File: src/rtl/mgcs_pkg.sv
// package of the memory controller global control and status block
// assumes one ahb-lite slave on hclk, 32-bit data, word transfers only
`default_nettype none
package mgcs_pkg;
   // ----------------------------------------------------------------
   // register byte addresses
   // ----------------------------------------------------------------
   localparam logic [31:0] MGCS_CTRL_ADDR = 32'h8000_8000;
   localparam logic [31:0] MGCS_STAT_ADDR = 32'h8000_8004;
   localparam logic [31:0] MGCS_CFG_ADDR = 32'h8000_8008;
   // external chip select windows, 64 mbyte each
   localparam logic [31:0] MGCS_CS_MASK = 32'hfc00_0000;
   localparam logic [31:0] MGCS_CS0_BASE = 32'h2000_0000;
   localparam logic [31:0] MGCS_CS1_BASE = 32'h2400_0000;
   // ----------------------------------------------------------------
   // field positions
   // ----------------------------------------------------------------
   localparam int MGCS_ON_BIT = 0;
   localparam int MGCS_MIRROR_BIT = 1;
   localparam int MGCS_LP_BIT = 2;
   localparam int MGCS_BUSY_BIT = 0;
   localparam int MGCS_WBUF_BIT = 1;
   localparam int MGCS_SRACK_BIT = 2;
   localparam int MGCS_BE_BIT = 0;
   localparam int MGCS_HALF_BIT = 8;
   localparam logic [31:0] MGCS_CTRL_WMASK = 32'h0000_0007;
   localparam logic [31:0] MGCS_CFG_SWMASK = 32'h0000_0001;
   // ----------------------------------------------------------------
   // values after reset
   // ----------------------------------------------------------------
   localparam logic MGCS_ON_RST = 1'b1;
   localparam logic MGCS_MIRROR_POR = 1'b1;
   localparam logic MGCS_LP_RST = 1'b0;
   localparam logic MGCS_SRACK_POR = 1'b1;
   localparam logic MGCS_BE_POR = 1'b0;
   localparam logic MGCS_HALF_POR = 1'b0;
   // ----------------------------------------------------------------
   // timing
   // ----------------------------------------------------------------
   localparam int MGCS_CLK_NS = 5;
   localparam int MGCS_SR_HS_NS = 10;
   localparam int MGCS_SR_HS_CYC = (MGCS_SR_HS_NS + MGCS_CLK_NS - 1) / MGCS_CLK_NS;
   // ----------------------------------------------------------------
   // ahb codes
   // ----------------------------------------------------------------
   localparam logic [1:0] MGCS_HTRANS_IDLE = 2'h0;
   localparam logic [1:0] MGCS_HTRANS_NONSEQ = 2'h2;
   localparam logic [2:0] MGCS_HSIZE_WORD = 3'h2;

   typedef enum {MGCS_K_CTRL, MGCS_K_STAT, MGCS_K_CFG, MGCS_K_EXT, MGCS_K_BAD} mgcs_kind_t;

   function automatic logic mgcs_in_cs(input logic [31:0] a, input logic [31:0] base);
      return (a & MGCS_CS_MASK) == base;
   endfunction
endpackage
`default_nettype wire

File: src/rtl/mgcs_ahb_if.sv
// ahb-lite wires between the bus master end and the register bank end
// assumes a single slave, whose hreadyout is the bus hready
`timescale 1ns/1ps
`default_nettype none
interface mgcs_ahb_if (
   input wire logic hclk,
   input wire logic hresetn
);
   logic [31:0] haddr;
   logic [1:0] htrans;
   logic hwrite;
   logic [2:0] hsize;
   logic [31:0] hwdata;
   logic [31:0] hrdata;
   logic hready;
   logic hresp;

   modport slave (
      input hclk, hresetn, haddr, htrans, hwrite, hsize, hwdata,
      output hrdata, hready, hresp
   );
   modport master (
      input hclk, hresetn, hrdata, hready, hresp,
      output haddr, htrans, hwrite, hsize, hwdata
   );
endinterface
`default_nettype wire

File: src/rtl/mgcs_device.sv
// register bank and access gate of the memory controller
// assumes hresetn is the power-on reset, warm_rst a synchronous pulse
`timescale 1ns/1ps
`default_nettype none
// Summary of operation
// (RQ1) enable set by resets, software writable
// (RQ2) software disables only while idle
// (RQ3) no refresh while disabled
// (RQ4) mirror bit routes chip select 0 to 1
// (RQ5) mirror clear keeps both selects independent
// (RQ6) low-power set while idle, refresh continues
// (RQ7) writing zero leaves low-power mode
// (RQ8) external access refused with error when off
// (RQ9) registers always reachable
// (RQ10) busy shows activity or self-refresh
// (RQ11) busy set at power-on via self-refresh
// (RQ12) write-buffer flag shows pending buffered data
// (RQ13) software waits for idle before reconfiguring
// (RQ14) self-refresh ack follows request after delay
// (RQ15) ack answers either request source
// (RQ16) configuration changed only when quiet
// (RQ17) configuration access takes one wait state
// (RQ18) endian bit selects big-endian ordering
// (RQ19) memory clock from hclk, halving unused
// (RQ20) software keeps reserved bits at zero
// (RQ21) reserved bits read zero, writes ignored
module mgcs_device
   import mgcs_pkg::*;
(
   mgcs_ahb_if.slave bus,
   input wire logic warm_rst,
   input wire logic mem_busy,
   input wire logic wbuf_pending,
   input wire logic sr_req_dyn,
   input wire logic sr_req_misc,
   output logic controller_on,
   output logic addr_mirror,
   output logic low_power,
   output logic refresh_enable,
   output logic big_endian,
   output logic memclk_halving,
   output logic sr_ack,
   output logic cs0_sel,
   output logic cs1_sel
);
   typedef enum {MGCS_S_IDLE, MGCS_S_DATA, MGCS_S_CFGW, MGCS_S_ERR1, MGCS_S_ERR2} mgcs_sst_t;

   mgcs_sst_t st_q, st_d;
   mgcs_kind_t kind_q, kind_d;
   logic write_q;
   logic on_q, mirror_q, lp_q, be_q, half_q, srack_q;
   logic cs0_q, cs1_q;
   logic [3:0] hs_cnt_q;
   logic accept, wr_now, sr_req, busy;

   // ----------------------------------------------------------------
   // address phase decode
   // ----------------------------------------------------------------
   assign accept = bus.htrans[1] & bus.hready;

   always_comb begin
      kind_d = MGCS_K_BAD;
      // register decode ignores enable and low-power state
      if (bus.haddr == MGCS_CTRL_ADDR) begin // RQ9
         kind_d = MGCS_K_CTRL;
      end else if (bus.haddr == MGCS_STAT_ADDR) begin
         kind_d = MGCS_K_STAT;
      end else if (bus.haddr == MGCS_CFG_ADDR) begin
         kind_d = MGCS_K_CFG;
      end else if (mgcs_in_cs(bus.haddr, MGCS_CS0_BASE) || mgcs_in_cs(bus.haddr, MGCS_CS1_BASE)) begin
         // memory is unreachable while off or in low power
         kind_d = (on_q && !lp_q) ? MGCS_K_EXT : MGCS_K_BAD; // RQ8
      end
   end

   // ----------------------------------------------------------------
   // data phase sequencing
   // ----------------------------------------------------------------
   always_comb begin
      st_d = st_q;
      case (st_q)
         MGCS_S_CFGW: st_d = MGCS_S_DATA; // RQ17
         MGCS_S_ERR1: st_d = MGCS_S_ERR2;
         MGCS_S_IDLE, MGCS_S_DATA, MGCS_S_ERR2: begin
            if (!accept) begin
               st_d = MGCS_S_IDLE;
            end else if (kind_d == MGCS_K_BAD) begin
               st_d = MGCS_S_ERR1; // RQ8
            end else if (kind_d == MGCS_K_CFG) begin
               st_d = MGCS_S_CFGW; // RQ17
            end else begin
               st_d = MGCS_S_DATA;
            end
         end
         default: st_d = MGCS_S_IDLE;
      endcase
   end

   always_ff @(posedge bus.hclk or negedge bus.hresetn) begin
      if (!bus.hresetn) begin
         st_q <= MGCS_S_IDLE;
         kind_q <= MGCS_K_BAD;
         write_q <= 1'b0;
      end else begin
         st_q <= st_d;
         if (accept) begin
            kind_q <= kind_d;
            write_q <= bus.hwrite;
         end
      end
   end

   // two-cycle error response, one wait state on configuration
   assign bus.hready = (st_q != MGCS_S_CFGW) && (st_q != MGCS_S_ERR1); // RQ17
   assign bus.hresp = (st_q == MGCS_S_ERR1) || (st_q == MGCS_S_ERR2); // RQ8
   assign wr_now = (st_q == MGCS_S_DATA) && write_q;

   always_comb begin
      bus.hrdata = 32'h0000_0000; // RQ21
      case (kind_q)
         MGCS_K_CTRL: begin
            bus.hrdata[MGCS_ON_BIT] = on_q;
            bus.hrdata[MGCS_MIRROR_BIT] = mirror_q;
            bus.hrdata[MGCS_LP_BIT] = lp_q;
         end
         MGCS_K_STAT: begin
            bus.hrdata[MGCS_BUSY_BIT] = busy;
            bus.hrdata[MGCS_WBUF_BIT] = wbuf_pending; // RQ12
            bus.hrdata[MGCS_SRACK_BIT] = srack_q; // RQ14
         end
         MGCS_K_CFG: begin
            bus.hrdata[MGCS_BE_BIT] = be_q;
            bus.hrdata[MGCS_HALF_BIT] = half_q;
         end
         default: bus.hrdata = 32'h0000_0000;
      endcase
   end

   // ----------------------------------------------------------------
   // control register
   // ----------------------------------------------------------------
   always_ff @(posedge bus.hclk or negedge bus.hresetn) begin
      if (!bus.hresetn) begin
         on_q <= MGCS_ON_RST; // RQ1
         lp_q <= MGCS_LP_RST; // RQ6
      end else if (warm_rst) begin
         on_q <= MGCS_ON_RST; // RQ1
         lp_q <= MGCS_LP_RST; // RQ6
      end else if (wr_now && kind_q == MGCS_K_CTRL) begin
         // idle is left to software; the bank does not delay the change
         on_q <= bus.hwdata[MGCS_ON_BIT]; // RQ1
         lp_q <= bus.hwdata[MGCS_LP_BIT]; // RQ7
      end
   end

   // mirror survives a warm reset so a reboot still finds its device
   always_ff @(posedge bus.hclk or negedge bus.hresetn) begin
      if (!bus.hresetn) begin
         mirror_q <= MGCS_MIRROR_POR; // RQ4
      end else if (wr_now && kind_q == MGCS_K_CTRL) begin
         mirror_q <= bus.hwdata[MGCS_MIRROR_BIT]; // RQ5
      end
   end

   // ----------------------------------------------------------------
   // configuration register
   // ----------------------------------------------------------------
   always_ff @(posedge bus.hclk or negedge bus.hresetn) begin
      if (!bus.hresetn) begin
         be_q <= MGCS_BE_POR;
         half_q <= MGCS_HALF_POR;
      end else if (wr_now && kind_q == MGCS_K_CFG) begin
         be_q <= bus.hwdata[MGCS_BE_BIT]; // RQ18
         half_q <= bus.hwdata[MGCS_HALF_BIT];
      end
   end

   // ----------------------------------------------------------------
   // self-refresh handshake
   // ----------------------------------------------------------------
   assign sr_req = sr_req_dyn | sr_req_misc; // RQ15

   // ack moves only after the request has differed for the full delay
   always_ff @(posedge bus.hclk or negedge bus.hresetn) begin
      if (!bus.hresetn) begin
         srack_q <= MGCS_SRACK_POR; // RQ11
         hs_cnt_q <= 4'h0;
      end else if (sr_req == srack_q) begin
         hs_cnt_q <= 4'h0;
      end else if (hs_cnt_q == 4'(MGCS_SR_HS_CYC - 1)) begin
         srack_q <= sr_req; // RQ14
         hs_cnt_q <= 4'h0;
      end else begin
         hs_cnt_q <= hs_cnt_q + 4'h1;
      end
   end

   assign busy = mem_busy | srack_q; // RQ10

   // ----------------------------------------------------------------
   // chip select steering
   // ----------------------------------------------------------------
   always_ff @(posedge bus.hclk or negedge bus.hresetn) begin
      if (!bus.hresetn) begin
         cs0_q <= 1'b0;
         cs1_q <= 1'b0;
      end else if (accept && kind_d == MGCS_K_EXT) begin
         cs0_q <= mgcs_in_cs(bus.haddr, MGCS_CS0_BASE) && !mirror_q; // RQ5
         cs1_q <= mgcs_in_cs(bus.haddr, MGCS_CS1_BASE) ||
                  (mgcs_in_cs(bus.haddr, MGCS_CS0_BASE) && mirror_q); // RQ4
      end else begin
         cs0_q <= 1'b0;
         cs1_q <= 1'b0;
      end
   end

   // ----------------------------------------------------------------
   // outputs
   // ----------------------------------------------------------------
   assign controller_on = on_q;
   assign addr_mirror = mirror_q;
   assign low_power = lp_q;
   assign refresh_enable = on_q; // RQ3 RQ6
   assign big_endian = be_q;
   // halving is only reported; the memory clock stays on hclk
   assign memclk_halving = half_q; // RQ19
   assign sr_ack = srack_q;
   assign cs0_sel = cs0_q;
   assign cs1_sel = cs1_q;
endmodule // mgcs_device
`default_nettype wire

File: src/flat_wrapper.sv
// flat-port wrapper written by rule: the top's interface ports become plain ports
module mgcs_device_flat import mgcs_pkg::*;
  (warm_rst, mem_busy, wbuf_pending, sr_req_dyn, sr_req_misc, controller_on, addr_mirror, low_power, refresh_enable, big_endian, memclk_halving, sr_ack, cs0_sel, cs1_sel, hclk, hresetn, bus_haddr, bus_htrans, bus_hwrite, bus_hsize, bus_hwdata, bus_hrdata, bus_hready, bus_hresp);
  mgcs_ahb_if bus_i (.hclk(hclk), .hresetn(hresetn));
  input wire logic warm_rst;
  input wire logic mem_busy;
  input wire logic wbuf_pending;
  input wire logic sr_req_dyn;
  input wire logic sr_req_misc;
  output logic controller_on;
  output logic addr_mirror;
  output logic low_power;
  output logic refresh_enable;
  output logic big_endian;
  output logic memclk_halving;
  output logic sr_ack;
  output logic cs0_sel;
  output logic cs1_sel;
  input wire logic hclk;
  input wire logic hresetn;
  input wire logic [$bits(bus_i.haddr)-1:0] bus_haddr;
  input wire logic [$bits(bus_i.htrans)-1:0] bus_htrans;
  input wire logic [$bits(bus_i.hwrite)-1:0] bus_hwrite;
  input wire logic [$bits(bus_i.hsize)-1:0] bus_hsize;
  input wire logic [$bits(bus_i.hwdata)-1:0] bus_hwdata;
  output wire logic [$bits(bus_i.hrdata)-1:0] bus_hrdata;
  output wire logic [$bits(bus_i.hready)-1:0] bus_hready;
  output wire logic [$bits(bus_i.hresp)-1:0] bus_hresp;
  assign bus_i.haddr = bus_haddr;
  assign bus_i.htrans = bus_htrans;
  assign bus_i.hwrite = bus_hwrite;
  assign bus_i.hsize = bus_hsize;
  assign bus_i.hwdata = bus_hwdata;
  assign bus_hrdata = bus_i.hrdata;
  assign bus_hready = bus_i.hready;
  assign bus_hresp = bus_i.hresp;
  mgcs_device u_core (.bus(bus_i), .warm_rst(warm_rst), .mem_busy(mem_busy), .wbuf_pending(wbuf_pending), .sr_req_dyn(sr_req_dyn), .sr_req_misc(sr_req_misc), .controller_on(controller_on), .addr_mirror(addr_mirror), .low_power(low_power), .refresh_enable(refresh_enable), .big_endian(big_endian), .memclk_halving(memclk_halving), .sr_ack(sr_ack), .cs0_sel(cs0_sel), .cs1_sel(cs1_sel));
endmodule
File: config.mk
export PLATFORM = sky130hd
export DESIGN_NAME = mgcs_device_flat
export DESIGN_NICKNAME = d
export VERILOG_FILES = /design/src/rtl/mgcs_pkg.sv /design/src/rtl/mgcs_ahb_if.sv /design/src/rtl/mgcs_device.sv /design/src/flat_wrapper.sv
export SDC_FILE = /design/constraint.sdc
export NUM_CORES = 1
export LEC_CHECK = 0
export BUFFER_PORTS_ARGS = -buffer_cell sky130_fd_sc_hd__buf_2
export CORE_UTILIZATION = 37
export CTS_BUF_LIST = sky130_fd_sc_hd__clkbuf_4 sky130_fd_sc_hd__clkbuf_8
export CTS_CLUSTER_SIZE = 28
export DETAILED_ROUTE_END_ITERATION = 7
export PLACE_DENSITY_LB_ADDON = 0.25
export SLEW_MARGIN = 25
export SYNTH_ARGS = -nofsm -noshare
export SYNTH_HDL_FRONTEND = slang
export SYNTH_SLANG_ARGS = --single-unit
File: constraint.sdc
create_clock -name hclk -period 1.8 [get_ports hclk]
set_input_delay 0.18 -clock hclk [delete_from_list [all_inputs] [get_ports hclk]]
set_output_delay 0.18 -clock hclk [all_outputs]
set_load 0.02 [all_outputs]
==> impl_metrics.env <==
export IMPL_cp_arrival_ps=1530
export IMPL_p_leak_nw=0.783
export IMPL_rows=20
export IMPL_gp_congestion=0.760
export IMPL_setup_viol=0
export IMPL_drc_errors=0
export IMPL_routed_wirelength_mm=2.51
export IMPL_m1WireLength_mm=1.07
export IMPL_cts_resized=0
export IMPL_clock_skew_final_ps=9.04
export IMPL_grt_max_degree=20
export IMPL_coreArea_sq_mm=0.00313
export IMPL_portBuffers=59
export IMPL_grt_first_pass_wirelength_mm=3.93
export IMPL_drive_gt1_frac=0.406
export IMPL_vias=1026
export IMPL_cts_inserted_buffers=3
export IMPL_synth_main_ff_cell="dfrtp_1"
export IMPL_overflow=0
export IMPL_yosysSeqAreaShare=0.387
export IMPL_max_cap_violations=0
export IMPL_dieArea_sq_mm=0.00359
export IMPL_ioPinCount=120
export IMPL_clk_pin_slew_ps=100
export IMPL_r2r_start="u_core.st_q[2]$_DFF_PN0_"
export IMPL_clock_sinks=19
export IMPL_postCtsSetupBuffers=0
export IMPL_hold_viol=0
export IMPL_area_growth_pct=21.5
export IMPL_nets=267
export IMPL_die_w_um=59.9
export IMPL_drt_first_pass_iters=2
export IMPL_postLayoutSetupSlackWorst_ps=92.6
export IMPL_avgSynthCellArea_sq_um=9.86
export IMPL_highest_layer="met4"
export IMPL_synth_cell_types=39
export IMPL_end_kind="primary output"
export IMPL_insertion_delay_ps=290
export IMPL_hold_class="in2reg"
export IMPL_tritoncts="done"
export IMPL_required_ps=1620
export IMPL_wl_met3_um=185
export IMPL_peakVddDrop_v=0.000272
export IMPL_startpoint="u_core.sr_ack$_DFFE_PN1P_"
export IMPL_min_period_ps=1710
export IMPL_routedWlPerCell_um=10.8
export IMPL_ys_warnings_count=0
export IMPL_tns_ps=0
export IMPL_ant_nets=0
export IMPL_drtIter0Drc=26
export IMPL_synthCells=126
export IMPL_hpwlAfterDp_mm=2.09
export IMPL_wl_met2_mm=1.24
export IMPL_netlist_area_sq_mm=0.00124
export IMPL_root_buffer="clkbuf_4"
export IMPL_ys_ff_latch=19
export IMPL_grt_pass1_vias=965
export IMPL_pwr_density_cell_mw_per_mm2=731
export IMPL_via_per_inst=4.44
export IMPL_synth_edf_count=0
export IMPL_async_flop_share=1.00
export IMPL_n_antenna_cell=0
export IMPL_top_register="u_core.hs_cnt_q"
export IMPL_outcome="complete, no violations"
export IMPL_antenna_found_initial=0
export IMPL_die_h_um=59.9
export IMPL_period_share=0.949
export IMPL_pre_cts_slack_ps=266
export IMPL_h_tree_depth=1
export IMPL_report_final_slew_viol_count=0
export IMPL_reg_top3="u_core.hs_cnt_q (4), u_core.kind_q (3), u_core.st_q (3)"
export IMPL_rsz0062_at_grt="no"
export IMPL_clk_path_buf_depth=2
export IMPL_timing_fmax_mhz=586
export IMPL_start_util=0.397
export IMPL_cp_start_kind="register"
export IMPL_hp_start="warm_rst"
export IMPL_track_usage=0.149
export IMPL_crit_fanout=5
export IMPL_criticalPathCategory="reg2out"
export IMPL_largest_register_ffs=4
worst paths after layout:
path	depth (start not counted)	slack, ps	to
setup / recovery	4	90	bus_hrdata[0]
hold / removal	2	50	u_core.low_power$_DFFE_PN0P_
setup reg to reg	3	310	u_core.addr_mirror$_DFFE_PN1P_
hold reg to reg	1	510	u_core.hs_cnt_q[0]$_DFF_PN0_
max in group asynchronous	2	1120	u_core.controller_on$_DFFE_PN1P_
min in group asynchronous	2	340	u_core.hs_cnt_q[3]$_DFF_PN0_
synth_stat cells (2+ instances only):
master	instances	share of area
nor2_1	15	0.045
o311ai_1	2	0.014
buf_4	29	0.18
inv_1	2	0.0060
a211o_1	2	0.014
ha_1	2	0.020
nor2b_1	2	0.010
a21oi_1	3	0.012
nand4_1	3	0.015
nand2_1	4	0.012
xnor2_1	2	0.014
nand2b_1	5	0.025
nor3_1	5	0.020
dfrtp_1	15	0.30
dfstp_2	4	0.085
mux2i_1	3	0.024
nor4_1	3	0.015
mux2_2	4	0.036
stage by stage:
step,power (mW),hold slack [ps],std cells,area (sq um),util
global placement,0.883,132,226,1470,0.470
detailed placement,0.903,140,226,1470,0.470
CTS,1.12,44.8,231,1510,0.482
floorplan,0.821,-116,153,1340,-
global route,1.18,50.5,231,1510,0.482
finish,1.10,53.6,231,1510,0.482
placed cells by master (no fill, tap or decap), drive strengths merged, types with 2 or more instances in the layout:
master  Yosys  routed
a211o       2       2
or2         2       2
mux2        4       4
nor3        5       5
buf        30      59
mux2i       3       3
xnor2       2       2
inv         2       2
nand4       3       3
nor4b       3       3
conb        1      28
clkbuf      0       3
nand2       4       4
nand2b      5       5
a21oi       3       3
o311ai      2       2
nor2       15      15
ha          2       2
nor4        4       4
nor2b       2       2
dfrtp      15      15
dfstp       4       4
critical path, stage by stage (launching register included):
cell	delay, ps
dfstp_2	580
nor2_1	60
a211o_1	290
a21oi_1	130
buf_2	180
where the power goes:
group          internal [mW]  switching [mW]
registers              0.491          0.0613
clock network         0.0826           0.128
logic                  0.138           0.202
total                  0.712           0.392
repair_timing:
| action | CTS | global route |
|---|---|---|
| hold buffers | 1 | 0 |
| setup endpoints to repair | 0 | 0 |
| hold endpoints to repair | 15 | 0 |
cells by family (layout without fill, tap and decap cells):
logic type / after synthesis / after routing / share of synthesized area
AOI/OAI and AO/OA: 12 / 12 / 0.0775
DFF: 19 / 19 / 0.387
and+or+nand+nor: 50 / 50 / 0.246
xor gates and xnor gates: 3 / 3 / 0.0212
adders and majority gates: 2 / 2 / 0.0201
other: 1 / 28 / 0.00302
muxes: 7 / 7 / 0.0604
buffers and inverters: 32 / 66 / 0.185
area by class of cell:
| type | count | area [sq um] |
|---|---|---|
| Sequential cell | 19 | 480 |
| Clock buffer | 3 | 22.5 |
| Clock inverter | 1 | 5.00 |
| Multi-Input combinational cell | 102 | 633 |
| Tap cell | 44 | 55.1 |
| Timing Repair Buffer | 60 | 305 |
| Inverter | 2 | 7.51 |
| Fill cell | 316 | 1620 |
metal layers:
metal	track usage	vias to the layer above
met3	0.0303	2
li1	-	506
met1	0.183	463
met2	0.254	55
met4	0.0598	0
met5	0	-
No activity file was read; power rests on OpenSTA's default activity.
